### src/rtl/lii_pkg.sv
// Shared constants and rule summary for the latching interrupt input unit
// What this block does
// Sixteen inputs, each with programmable polarity
// Per-channel mode: interrupt, latch or plain
// Plain high-speed input is the reset mode
// Interrupt on rise, fall or either edge
// Lowest-numbered pending channel is presented first
// Lowest slot wins among simultaneous units; the host only records the slot of its single unit
// Host pre-empts running handler for new request
// Request and acknowledge handshake loses nothing
// Latch holds pulse, clears when host reads
// Latch-mode channels never raise interrupts
// Serviced interrupt returns and clears latched values
// Latch needs 30 us high, 130 us low
// Host samples plain inputs at segment end
// Immediate access path reads inputs, writes outputs
// Host periodic timer interrupt, 1 ms minimum
// Two-flop synchroniser; pending held until acknowledged
// Latch qualification is a programmable cycle count
package lii_pkg;
  localparam int LII_CHANNELS = 16;
  localparam int LII_CLK_PERIOD_NS = 40;
  localparam int LII_HI_PULSE_NS = 30000;
  localparam int LII_LO_PULSE_NS = 130000;
  localparam int LII_MS_NS = 1000000;
  localparam logic [11:0] LII_HI_CYC_RST =
    12'((LII_HI_PULSE_NS + LII_CLK_PERIOD_NS - 1) / LII_CLK_PERIOD_NS);
  localparam logic [11:0] LII_LO_CYC_RST =
    12'((LII_LO_PULSE_NS + LII_CLK_PERIOD_NS - 1) / LII_CLK_PERIOD_NS);
  localparam int LII_MS_CYCLES = LII_MS_NS / LII_CLK_PERIOD_NS;
  // Channel modes and edge selections
  localparam logic [1:0] LII_MODE_PLAIN = 2'h0;
  localparam logic [1:0] LII_MODE_LATCH = 2'h1;
  localparam logic [1:0] LII_MODE_IRQ = 2'h2;
  localparam logic [1:0] LII_EDGE_RISE = 2'h1;
  localparam logic [1:0] LII_EDGE_FALL = 2'h2;
  localparam logic [31:0] LII_MODE_RST = 32'h00000000;
  localparam logic [31:0] LII_EDGE_RST = 32'h55555555;
  localparam logic [15:0] LII_POL_RST = 16'h0000;
  // Device registers on the link
  localparam logic [3:0] LII_DA_INPUTS = 4'h0;
  localparam logic [3:0] LII_DA_MODE_LO = 4'h1;
  localparam logic [3:0] LII_DA_MODE_HI = 4'h2;
  localparam logic [3:0] LII_DA_EDGE_LO = 4'h3;
  localparam logic [3:0] LII_DA_EDGE_HI = 4'h4;
  localparam logic [3:0] LII_DA_POL = 4'h5;
  localparam logic [3:0] LII_DA_HI_CYC = 4'h6;
  localparam logic [3:0] LII_DA_LO_CYC = 4'h7;
  localparam logic [3:0] LII_DA_PENDING = 4'h8;
  localparam logic [3:0] LII_DA_OUTPUTS = 4'h9;
  // Host registers on AHB-Lite
  localparam logic [7:0] LII_HA_CTRL = 8'h00;
  localparam logic [7:0] LII_HA_TIMER = 8'h04;
  localparam logic [7:0] LII_HA_CMD = 8'h08;
  localparam logic [7:0] LII_HA_DATA = 8'h0C;
  localparam logic [7:0] LII_HA_SEG = 8'h10;
  localparam logic [7:0] LII_HA_HANDLER = 8'h14;
  localparam logic [7:0] LII_HA_STATUS = 8'h18;
  localparam logic [7:0] LII_HA_MASK = 8'h1C;
  localparam int LII_CTRL_EN = 0;
  localparam int LII_CTRL_DONE = 1;
  localparam int LII_CTRL_REFRESH = 2;
  localparam int LII_CMD_ADDR_LSB = 16;
  localparam int LII_CMD_WE = 20;
  localparam int LII_DATA_BUSY = 31;
  localparam int LII_ST_UNIT = 0;
  localparam int LII_ST_TIMER = 1;
  localparam int LII_ST_PREEMPT = 2;
  localparam int LII_ST_ACC = 3;
  localparam int LII_ST_REFRESH = 4;
  localparam int LII_ST_W = 5;
endpackage
### src/rtl/lii_link_if.sv
// Link between the input unit and the host
`timescale 1ns/10ps
`default_nettype none
interface lii_link_if;
  logic irq_req;
  logic [3:0] irq_chan;
  logic [3:0] irq_slot;
  logic [15:0] irq_latch;
  logic irq_ack;
  logic acc_req;
  logic acc_we;
  logic [3:0] acc_addr;
  logic [15:0] acc_wdata;
  logic acc_ack;
  logic [15:0] acc_rdata;
  modport dev (
    output irq_req, irq_chan, irq_slot, irq_latch, acc_ack, acc_rdata,
    input irq_ack, acc_req, acc_we, acc_addr, acc_wdata
  );
  modport host (
    input irq_req, irq_chan, irq_slot, irq_latch, acc_ack, acc_rdata,
    output irq_ack, acc_req, acc_we, acc_addr, acc_wdata
  );
endinterface
`default_nettype wire

### src/rtl/lii_channel.sv
// One input channel: synchroniser, edge detect, latch qualifier
`timescale 1ns/10ps
`default_nettype none
module lii_channel
  import lii_pkg::*;
(
  input wire logic hclk,
  input wire logic hresetn,
  input wire logic ce,
  input wire logic pin,
  input wire logic [1:0] mode,
  input wire logic [1:0] edge_sel,
  input wire logic pol,
  input wire logic [11:0] hi_cyc,
  input wire logic [11:0] lo_cyc,
  input wire logic pend_clr,
  input wire logic latch_clr,
  output logic level,
  output logic latched,
  output logic pending
);
  logic sync1, sync2, prev;
  logic [11:0] cnt;
  logic next_prev, next_latched, next_pending;
  logic [11:0] next_cnt, thr;
  logic rise, fall, hit;

  always_comb begin
    level = sync2 ^ pol;
    // Active high voltage needs hi_cyc, active low voltage lo_cyc
    thr = sync2 ? hi_cyc : lo_cyc;
    rise = level & ~prev;
    fall = ~level & prev;
    hit = level && ((cnt + 12'h001) >= thr);
    next_prev = level;
    next_cnt = level ? (hit ? cnt : cnt + 12'h001) : 12'h000;
    // Set wins over a clear in the same cycle
    next_latched = (mode == LII_MODE_LATCH) &&
      (hit || (latched && !latch_clr));
    next_pending = (mode == LII_MODE_IRQ) &&
      ((rise && edge_sel[0]) || (fall && edge_sel[1]) ||
      (pending && !pend_clr));
  end

  always_ff @(posedge hclk or negedge hresetn) begin
    if (!hresetn) begin
      sync1 <= 1'b0;
      sync2 <= 1'b0;
      prev <= 1'b0;
      cnt <= 12'h000;
      latched <= 1'b0;
      pending <= 1'b0;
    end else if (ce) begin
      sync1 <= pin;
      sync2 <= sync1;
      prev <= next_prev;
      cnt <= next_cnt;
      latched <= next_latched;
      pending <= next_pending;
    end
  end
endmodule
`default_nettype wire

### src/rtl/lii_device.sv
// Sixteen-channel input unit: channels, config registers, request logic
`timescale 1ns/10ps
`default_nettype none
module lii_device
  import lii_pkg::*;
(
  input wire logic hclk,
  input wire logic hresetn,
  input wire logic ce,
  input wire logic [15:0] in_pin,
  input wire logic [3:0] slot_id,
  output logic [15:0] out_pin,
  lii_link_if.dev link
);
  typedef enum logic {LII_DEV_IDLE, LII_DEV_REQ} lii_dev_state_type;

  lii_dev_state_type state, next_state;
  logic [31:0] mode_bits, next_mode_bits;
  logic [31:0] edge_bits, next_edge_bits;
  logic [15:0] pol, next_pol;
  logic [11:0] hi_cyc, next_hi_cyc;
  logic [11:0] lo_cyc, next_lo_cyc;
  logic [15:0] outputs, next_outputs;
  logic [3:0] slot_s1, slot_s2;
  logic irq_req, next_irq_req;
  logic [3:0] irq_chan, next_irq_chan;
  logic [15:0] irq_latch, next_irq_latch;
  logic acc_ack, next_acc_ack;
  logic [15:0] acc_rdata, next_acc_rdata;
  logic [15:0] level, latched, pending, latch_mask;
  logic [15:0] pend_clr, rd_clr, ack_clr, rd_val, inputs_val;

  // Lowest index wins
  function automatic logic [3:0] lowest_set(input logic [15:0] v);
    logic [3:0] idx;
    idx = 4'h0;
    for (int i = LII_CHANNELS - 1; i >= 0; i--) begin
      if (v[i]) begin
        idx = 4'(i);
      end
    end
    return idx;
  endfunction

  for (genvar i = 0; i < LII_CHANNELS; i++) begin : g_ch
    assign latch_mask[i] = mode_bits[2*i +: 2] == LII_MODE_LATCH;
    lii_channel u_ch (
      .hclk(hclk),
      .hresetn(hresetn),
      .ce(ce),
      .pin(in_pin[i]),
      .mode(mode_bits[2*i +: 2]),
      .edge_sel(edge_bits[2*i +: 2]),
      .pol(pol[i]),
      .hi_cyc(hi_cyc),
      .lo_cyc(lo_cyc),
      .pend_clr(pend_clr[i]),
      .latch_clr(rd_clr[i] | ack_clr[i]),
      .level(level[i]),
      .latched(latched[i]),
      .pending(pending[i])
    );
  end

  // Latch channels report the held value, others the live level
  assign inputs_val = (latched & latch_mask) | (level & ~latch_mask);

  always_comb begin
    unique case (link.acc_addr)
      LII_DA_INPUTS: rd_val = inputs_val;
      LII_DA_MODE_LO: rd_val = mode_bits[15:0];
      LII_DA_MODE_HI: rd_val = mode_bits[31:16];
      LII_DA_EDGE_LO: rd_val = edge_bits[15:0];
      LII_DA_EDGE_HI: rd_val = edge_bits[31:16];
      LII_DA_POL: rd_val = pol;
      LII_DA_HI_CYC: rd_val = {4'h0, hi_cyc};
      LII_DA_LO_CYC: rd_val = {4'h0, lo_cyc};
      LII_DA_PENDING: rd_val = pending;
      LII_DA_OUTPUTS: rd_val = outputs;
      default: rd_val = 16'h0000;
    endcase
  end

  // Immediate access path, answered one cycle after the request
  always_comb begin
    next_mode_bits = mode_bits;
    next_edge_bits = edge_bits;
    next_pol = pol;
    next_hi_cyc = hi_cyc;
    next_lo_cyc = lo_cyc;
    next_outputs = outputs;
    next_acc_ack = 1'b0;
    next_acc_rdata = acc_rdata;
    rd_clr = 16'h0000;
    // Ack high blocks a second answer to the same held request
    if (link.acc_req && !acc_ack) begin
      next_acc_ack = 1'b1;
      if (link.acc_we) begin
        unique case (link.acc_addr)
          LII_DA_MODE_LO: next_mode_bits[15:0] = link.acc_wdata;
          LII_DA_MODE_HI: next_mode_bits[31:16] = link.acc_wdata;
          LII_DA_EDGE_LO: next_edge_bits[15:0] = link.acc_wdata;
          LII_DA_EDGE_HI: next_edge_bits[31:16] = link.acc_wdata;
          LII_DA_POL: next_pol = link.acc_wdata;
          LII_DA_HI_CYC: next_hi_cyc = link.acc_wdata[11:0];
          LII_DA_LO_CYC: next_lo_cyc = link.acc_wdata[11:0];
          LII_DA_OUTPUTS: next_outputs = link.acc_wdata;
          default: ;
        endcase
      end else begin
        next_acc_rdata = rd_val;
        if (link.acc_addr == LII_DA_INPUTS) begin
          rd_clr = latched & latch_mask;
        end
      end
    end
  end

  // Interrupt presentation and handshake
  always_comb begin
    next_state = state;
    next_irq_req = irq_req;
    next_irq_chan = irq_chan;
    next_irq_latch = irq_latch;
    pend_clr = 16'h0000;
    ack_clr = 16'h0000;
    unique case (state)
      LII_DEV_IDLE: begin
        if (|pending) begin
          next_irq_req = 1'b1;
          next_irq_chan = lowest_set(pending);
          next_irq_latch = latched & latch_mask;
          next_state = LII_DEV_REQ;
        end
      end
      LII_DEV_REQ: begin
        // Request held until acknowledged, then one idle cycle
        if (link.irq_ack) begin
          next_irq_req = 1'b0;
          pend_clr = 16'h0001 << irq_chan;
          // Only values actually returned are cleared
          ack_clr = irq_latch;
          next_state = LII_DEV_IDLE;
        end
      end
    endcase
  end

  always_ff @(posedge hclk or negedge hresetn) begin
    if (!hresetn) begin
      state <= LII_DEV_IDLE;
      mode_bits <= LII_MODE_RST;
      edge_bits <= LII_EDGE_RST;
      pol <= LII_POL_RST;
      hi_cyc <= LII_HI_CYC_RST;
      lo_cyc <= LII_LO_CYC_RST;
      outputs <= 16'h0000;
      out_pin <= 16'h0000;
      slot_s1 <= 4'h0;
      slot_s2 <= 4'h0;
      irq_req <= 1'b0;
      irq_chan <= 4'h0;
      irq_latch <= 16'h0000;
      acc_ack <= 1'b0;
      acc_rdata <= 16'h0000;
    end else if (ce) begin
      state <= next_state;
      mode_bits <= next_mode_bits;
      edge_bits <= next_edge_bits;
      pol <= next_pol;
      hi_cyc <= next_hi_cyc;
      lo_cyc <= next_lo_cyc;
      outputs <= next_outputs;
      out_pin <= next_outputs;
      slot_s1 <= slot_id;
      slot_s2 <= slot_s1;
      irq_req <= next_irq_req;
      irq_chan <= next_irq_chan;
      irq_latch <= next_irq_latch;
      acc_ack <= next_acc_ack;
      acc_rdata <= next_acc_rdata;
    end
  end

  assign link.irq_req = irq_req;
  assign link.irq_chan = irq_chan;
  assign link.irq_slot = slot_s2;
  assign link.irq_latch = irq_latch;
  assign link.acc_ack = acc_ack;
  assign link.acc_rdata = acc_rdata;
endmodule
`default_nettype wire

### src/flat_wrapper.sv
// flat-port wrapper written by rule: the top's interface ports become plain ports
module lii_device_flat import lii_pkg::*;
  (hclk, hresetn, ce, in_pin, slot_id, out_pin, link_irq_req, link_irq_chan, link_irq_slot, link_irq_latch, link_acc_ack, link_acc_rdata, link_irq_ack, link_acc_req, link_acc_we, link_acc_addr, link_acc_wdata);
  lii_link_if link_i ();
  input wire logic hclk;
  input wire logic hresetn;
  input wire logic ce;
  input wire logic [15:0] in_pin;
  input wire logic [3:0] slot_id;
  output logic [15:0] out_pin;
  output wire logic [$bits(link_i.irq_req)-1:0] link_irq_req;
  output wire logic [$bits(link_i.irq_chan)-1:0] link_irq_chan;
  output wire logic [$bits(link_i.irq_slot)-1:0] link_irq_slot;
  output wire logic [$bits(link_i.irq_latch)-1:0] link_irq_latch;
  output wire logic [$bits(link_i.acc_ack)-1:0] link_acc_ack;
  output wire logic [$bits(link_i.acc_rdata)-1:0] link_acc_rdata;
  input wire logic [$bits(link_i.irq_ack)-1:0] link_irq_ack;
  input wire logic [$bits(link_i.acc_req)-1:0] link_acc_req;
  input wire logic [$bits(link_i.acc_we)-1:0] link_acc_we;
  input wire logic [$bits(link_i.acc_addr)-1:0] link_acc_addr;
  input wire logic [$bits(link_i.acc_wdata)-1:0] link_acc_wdata;
  assign link_irq_req = link_i.irq_req;
  assign link_irq_chan = link_i.irq_chan;
  assign link_irq_slot = link_i.irq_slot;
  assign link_irq_latch = link_i.irq_latch;
  assign link_acc_ack = link_i.acc_ack;
  assign link_acc_rdata = link_i.acc_rdata;
  assign link_i.irq_ack = link_irq_ack;
  assign link_i.acc_req = link_acc_req;
  assign link_i.acc_we = link_acc_we;
  assign link_i.acc_addr = link_acc_addr;
  assign link_i.acc_wdata = link_acc_wdata;
  lii_device u_core (.hclk(hclk), .hresetn(hresetn), .ce(ce), .in_pin(in_pin), .slot_id(slot_id), .out_pin(out_pin), .link(link_i));
endmodule
### config.mk
export PLATFORM = sky130hd
export DESIGN_NAME = lii_device_flat
export DESIGN_NICKNAME = d
export VERILOG_FILES = /design/src/rtl/lii_pkg.sv /design/src/rtl/lii_link_if.sv /design/src/rtl/lii_channel.sv /design/src/rtl/lii_device.sv /design/src/flat_wrapper.sv
export SDC_FILE = /design/constraint.sdc
export NUM_CORES = 1
export LEC_CHECK = 0
export BUFFER_PORTS_ARGS = -buffer_cell sky130_fd_sc_hd__buf_2
export CAP_MARGIN = 20
export CORE_AREA = 4 4 269 377
export CTS_CLUSTER_SIZE = 14
export DETAILED_ROUTE_END_ITERATION = 6
export DIE_AREA = 0 0 273 381
export GPL_TIMING_DRIVEN = 1
export SYNTH_ARGS = -nofsm -noshare
export SYNTH_HDL_FRONTEND = slang
export SYNTH_SLANG_ARGS = --single-unit
### constraint.sdc
create_clock -name hclk -period 9.42 [get_ports hclk]
set_clock_uncertainty 0.1 [all_clocks]
set_input_delay 2.355 -clock hclk [delete_from_list [all_inputs] [get_ports hclk]]
set_output_delay 2.355 -clock hclk [all_outputs]
set_load 0.02 [all_outputs]
# [Word level (Yosys, flattened, before mapping)]
# Index checks and enable logic that the tools add are counted.
[op_classes] add_sub_neg=16 n_lt_le_gt_ge=16 n_eq_ne=59 n_shift=1 n_mux=82 bitwise_logic=102 reduce_logical=223
[op_table] operator="$mux W12" count=48
[op_table] operator="$add A12 B1 Y12 const B" count=16
[op_table] operator="$ge A12 B12 Y1" count=16
[op_table] operator="$mux W16" count=10
[op_table] operator="$pmux W16 S10" count=1
[op_table] operator="$logic_and A1 B1 Y1" count=113
[op_table] operator="$mux W4" count=16
[op_table] operator="$logic_or A1 B1 Y1" count=48
[op_table] operator="$ne A2 B2 Y1 const B" count=17
[op_table] operator="$not A1 Y1" count=34
[op_table] operator="$logic_not A1 Y1" count=33
[op_table] operator="$and A1 B1 Y1" count=32
[op_table] operator="$and A16 B16 Y16" count=2
[op_table] operator="$eq A2 B1 Y1 const B" count=16
[op_table] operator="$eq A2 B2 Y1 const B" count=16
[op_table] operator="$reduce_and A2 Y1" count=16
[op_table] operator="$reduce_and A4 Y1" count=8
[op_table] operator="$eq A4 B3 Y1 const B" count=4
[op_table] operator="$not A16 Y16" count=1
[op_table] operator="$or A1 B1 Y1" count=16
[op_table] operator="$or A16 B16 Y16" count=1
[op_table] operator="$reduce_or A16 Y1" count=1
[op_table] operator="$shl A1 B4 Y16 const A" count=1
[op_table] operator="$xor A1 B1 Y1" count=16
[op_table] operator="other kinds (8)" count=17
[totals] ff_bits=439 inputBits=46

# [Logic depth before layout (Yosys ltp)]
[depth] depth_word=16 ltp_mapped=14

# [Cells and area by module]
# From an unflattened synthesis, not the netlist that was laid out.
[hier_totals] cells_unflattened=3131 hier_area_um2=31317.5
[modules_own_cells] mod="lii_channel at u_core.g_ch[0].u_ch ..." instances=15 cells_each=148 area_each_um2=1430.1
[modules_own_cells] mod="lii_device" instances=1 cells_each=765 area_each_um2=8438.1
[modules_own_cells] mod="lii_channel at u_core.g_ch[2].u_ch" instances=1 cells_each=146 area_each_um2=1427.6

# [Worst setup path before layout]
# OpenSTA, ideal clock, no wires.
[synth_path] path_kind="input port to flip-flop" start="input port link_acc_addr[1]" end="register u_core.g_ch[15].u_ch.latched" setup_time_ns=0.122 arrival_ns=4.189 slack_ns=5.010 stages=6 path_buffers=2 cell_sequence="clkbuf_1 -> or4_1 -> nor4b_1 -> clkbuf_1 -> o21ai_0 -> a32o_1"
[synth_via] elab_chain_cells=9
[synth_rtl] element="from (decl)" line="flat_wrapper.sv:20" source="input wire logic [$bits(link_i.acc_addr)-1:0] link_acc_addr;"
[synth_rtl] element="$logic_not A4 Y1" line="lii_device.sv:112" source="if (link.acc_addr == LII_DA_INPUTS) begin"
[synth_rtl] element="$mux W16" line="lii_device.sv:112"
[synth_rtl] element="$mux W16" line="lii_device.sv:98" source="if (link.acc_we) begin"
[synth_rtl] element="$mux W16" line="lii_device.sv:96" source="if (link.acc_req && !acc_ack) begin"
[synth_rtl] element="$or A1 B1 Y1" line="lii_device.sv:58" source=".latch_clr(rd_clr[i] | ack_clr[i]),"
[synth_rtl] element="$logic_not A1 Y1" line="lii_channel.sv:39" source="(hit || (latched && !latch_clr));"
[synth_rtl] element="$logic_and A1 B1 Y1" line="lii_channel.sv:39"
[synth_rtl] element="$logic_or A1 B1 Y1" line="lii_channel.sv:39"
[synth_rtl] element="$logic_and A1 B1 Y1" line="lii_channel.sv:38" source="next_latched = (mode == LII_MODE_LATCH) &&"
[synth_rtl] element="to (signal assigned)" line="lii_channel.sv:58" source="latched <= next_latched;"
[synth_rtl] element="to (decl)" line="lii_channel.sv:19" source="output logic latched,"
# Every way passes these cells.
# A chain may end at the register's enable or synchronous reset.

# [Worst setup path in the final report]
[layout_path] start="input port link_acc_addr[2]" end="register u_core.hi_cyc[11]"
[layout_via] elab_chain_cells=2
[layout_rtl] element="$eq A4 B3 Y1" line="lii_device.sv:99" source="unique case (link.acc_addr)"
[layout_rtl] element="$reduce_and A4 Y1 (no line)"
[layout_rtl] element="to (signal assigned)" line="lii_device.sv:171" source="hi_cyc <= next_hi_cyc;"
[layout_rtl] element="to (decl)" line="lii_device.sv:21" source="logic [11:0] hi_cyc, next_hi_cyc;"
# Every way passes these cells.

==> flow_summary.json <==
{
  "whs_ps": 386.8,
  "fin_crit_ps": 4776,
  "timing.rr.end": "u_core.g_ch[12].u_ch.cnt[8]",
  "initial_core_util_pct": 29.84,
  "groute.usage.overall_pct": 19.10,
  "cts_hold_buf": 0,
  "dp_hpwl_um": 70030,
  "drive_gt1_share_pct": 15.82,
  "critical_path_required_ps": 9810,
  "dieHeight_um": 381,
  "maxCapViolations": 0,
  "synth_async_sr_flop_share_pct": 100.0,
  "ys.flop_type": "dfrtp_1",
  "io_pins": 104,
  "htree_levels": 2,
  "grt_pass1_vias": 24070,
  "clockBufferDepth": 3,
  "yosysTopAreaCellShare_pct": 35.14,
  "setup_tns_ps": 0,
  "core-area_mm2": 0.09784,
  "holdPathStages": 2,
  "clk_pin_slew_ps": 60,
  "postCtsSetupRepairBufs": 0,
  "maxSlewHeadroom_pct": 21.26,
  "arrival_ps": 5170,
  "finalCritPeriodShare_pct": 50.70,
  "worstSetupStartpointType": "input pin",
  "rrSetupSlack_ps": 4980,
  "p_per_area_mw_per_mm2": 211.1,
  "tritoncts": "yes",
  "grt_pass1_wl_um": 152100,
  "clockRootBuffer": "clkbuf_16",
  "avgSynthCellArea_um2": 9.693,
  "r2r-start": "u_core.g_ch[12].u_ch.cnt[0]",
  "insertion_delay_ps": 610,
  "antenna_found_initial": 13,
  "mostFrequentLayoutCells": "408 x dfrtp_1, 306 x nand2_1, 208 x ha_1",
  "drt-total-wl_um": 101800,
  "rows": 136,
  "synth-seq-cells": 439,
  "synth_fp_nets": 3266,
  "place_ws_ps": 4100,
  "crit_fanout": 13,
  "avgRoutedWirePerCell_um": 23.19,
  "cp_cell_sequence": "buf_2 -> nand2b_1 -> nor3b_2 -> inv_1 -> nor2_1 -> mux2_2",
  "cts_made_buffers": 46,
  "synth_warnings": 0,
  "grt-ovfl-total": 0,
  "drt_first_pass_iters": 7,
  "final_common_cell": "dfrtp_1",
  "cts.repair.resized": 0,
  "dr.first_iter.drc_count": 2162,
  "hold_end": "u_core.link.acc_rdata[11]",
  "critPathMaxStageDelay_ps": 920,
  "synth_cells": 3012,
  "violations": "design-rule violations",
  "cp-end-kind": "flip-flop",
  "port_buffers": 103,
  "synth_edf_count": 0,
  "setup_viol": 0,
  "status": "complete, but fails checks",
  "drc": 8,
  "rsz0062_at_grt": "no",
  "power_w": 0.006909,
  "clock_sink_count": 439,
  "crit_slowest_cell": "nor3b_2",
  "hp-start": "u_core.link.acc_rdata[11]",
  "synth_top_area_cell": "dfrtp_1",
  "synthTopCellsByArea": "dfrtp_1 35%, ha_1 8.9%, mux2i_1 6.8%, mux2_2 6.6%, nand2_1 3.9%",
  "hold_violations": 0,
  "nNetsFinal": 3289,
  "vias_per_cell": 5.579,
  "worstMarginPinSlew_ps": 1177,
  "antenna_left": 0,
  "reg2reg_depth": 12,
  "yosysUniqueCellTypes": 69,
  "crit_type": "input pin to flip-flop",
  "dieArea_mm2": 0.1040,
  "via_count": 24480,
  "hold_path_class": "flip-flop to flip-flop",
  "grt_max_degree": 107,
  "setup_slack_ps": 4644,
  "leakage_nw": 14.55,
  "drv_slew": 0,
  "max_freq_ghz": 0.2094,
  "irDropWorstVdd_v": 0.0001368,
  "place.gp.congestion": 0.9380,
  "synth_area_mm2": 0.02920,
  "area_growth_pct": 12.11,
  "die_w_um": 273,
  "synth-seq-area-share_pct": 37.75
}
-- registers in the layout (all words and copies together) (netlist names) --
signal	flops
u_core.edge_bits	32
u_core.g_ch.u_ch.cnt	192
u_core.g_ch.u_ch.latched	16
u_core.g_ch.u_ch.pending	16
u_core.g_ch.u_ch.prev	16
u_core.g_ch.u_ch.sync1	16
u_core.g_ch.u_ch.sync2	16
u_core.hi_cyc	12
u_core.link.acc_ack	1
u_core.link.acc_rdata	16
u_core.link.irq_chan	4
u_core.link.irq_latch	16
u_core.link.irq_req	1
u_core.link.irq_slot	4
u_core.lo_cyc	12
u_core.mode_bits	32
u_core.outputs	16
u_core.pol	16
u_core.slot_s1	4
u_core.state	1
-- synthesized netlist by cell type (64+ instances only) --
master,number
nor2_1,104
ha_1,208
clkbuf_1,131
mux2i_1,197
inv_1,92
nand2_1,306
xnor2_1,129
mux2_2,172
nand3_1,130
a21oi_1,88
dfrtp_1,410
o31ai_1,64
o21ai_0,161
-- critical path: cells and delay by family --
family	cells	cell delay, ps
muxes	1	420
buffers and inverters	2	370
and+or+nand+nor	3	2010
-- per-stage QoR --
stage | cells | utilization (%) | area (µm²)
3_5_place_dp | 4295 | 31.81 | 31120
6_report | 4388 | 33.45 | 32730
2_1_floorplan | 3012 | - | 29200
5_1_grt | 4387 | 33.45 | 32730
3_3_place_gp | 4295 | 31.81 | 31120
4_1_cts | 4381 | 33.42 | 32700
-- logic make-up (layout without fill, tap and decap cells) --
kind of cell / count (synthesis) / in the layout / share of synthesized area [%]
compound gates: 725 / 725 / 17.30
xor+xnor: 182 / 182 / 5.460
flops: 439 / 439 / 37.75
simple gates: 821 / 821 / 13.70
other cells: 0 / 4 / 0
fa+ha+maj: 208 / 208 / 8.914
mux: 369 / 369 / 13.39
buf+inv: 268 / 329 / 3.497
-- power by group --
group	internal (W)	switching, W	total, W
sequential	0.00215	0.000519	0.00267
combinational	0.000892	0.00139	0.00228
clock	0.00113	0.000837	0.00196
total	0.00417	0.00274	0.00691
-- layout make-up --
type,instances,area [µm²]
Fill cell,9982,65110
Multi-Input combinational cell,2305,17240
Sequential cell,439,11020
Tap cell,1311,1640
Clock buffer,68,1378
Timing Repair Buffer,151,889.6
Inverter,92,347.8
Clock inverter,18,201.4
Antenna cell,4,10.01
-- metal layers --
metal,vias to the layer above,global-route usage [%],part of all wire (%)
met5,-,0,0.013
met1,12030,23.17,39
met2,906,30.53,46
met3,331,4.630,8.0
met4,2,11.75,7.2
li1,11210,-,-
-- worst max path at each step --
stage,cells past startpoint,startpoint,endpoint
after floorplan,6,link_acc_addr[1],u_core.g_ch[15].u_ch.latched
after detailed placement,6,link_acc_addr[2],u_core.hi_cyc[11]
after global routing,6,link_acc_addr[2],u_core.hi_cyc[11]
after CTS,6,link_acc_addr[2],u_core.hi_cyc[11]
final,6,link_acc_addr[2],u_core.hi_cyc[11]
after global placement,6,link_acc_addr[2],u_core.hi_cyc[4]
No activity file was read; power rests on OpenSTA's default activity.
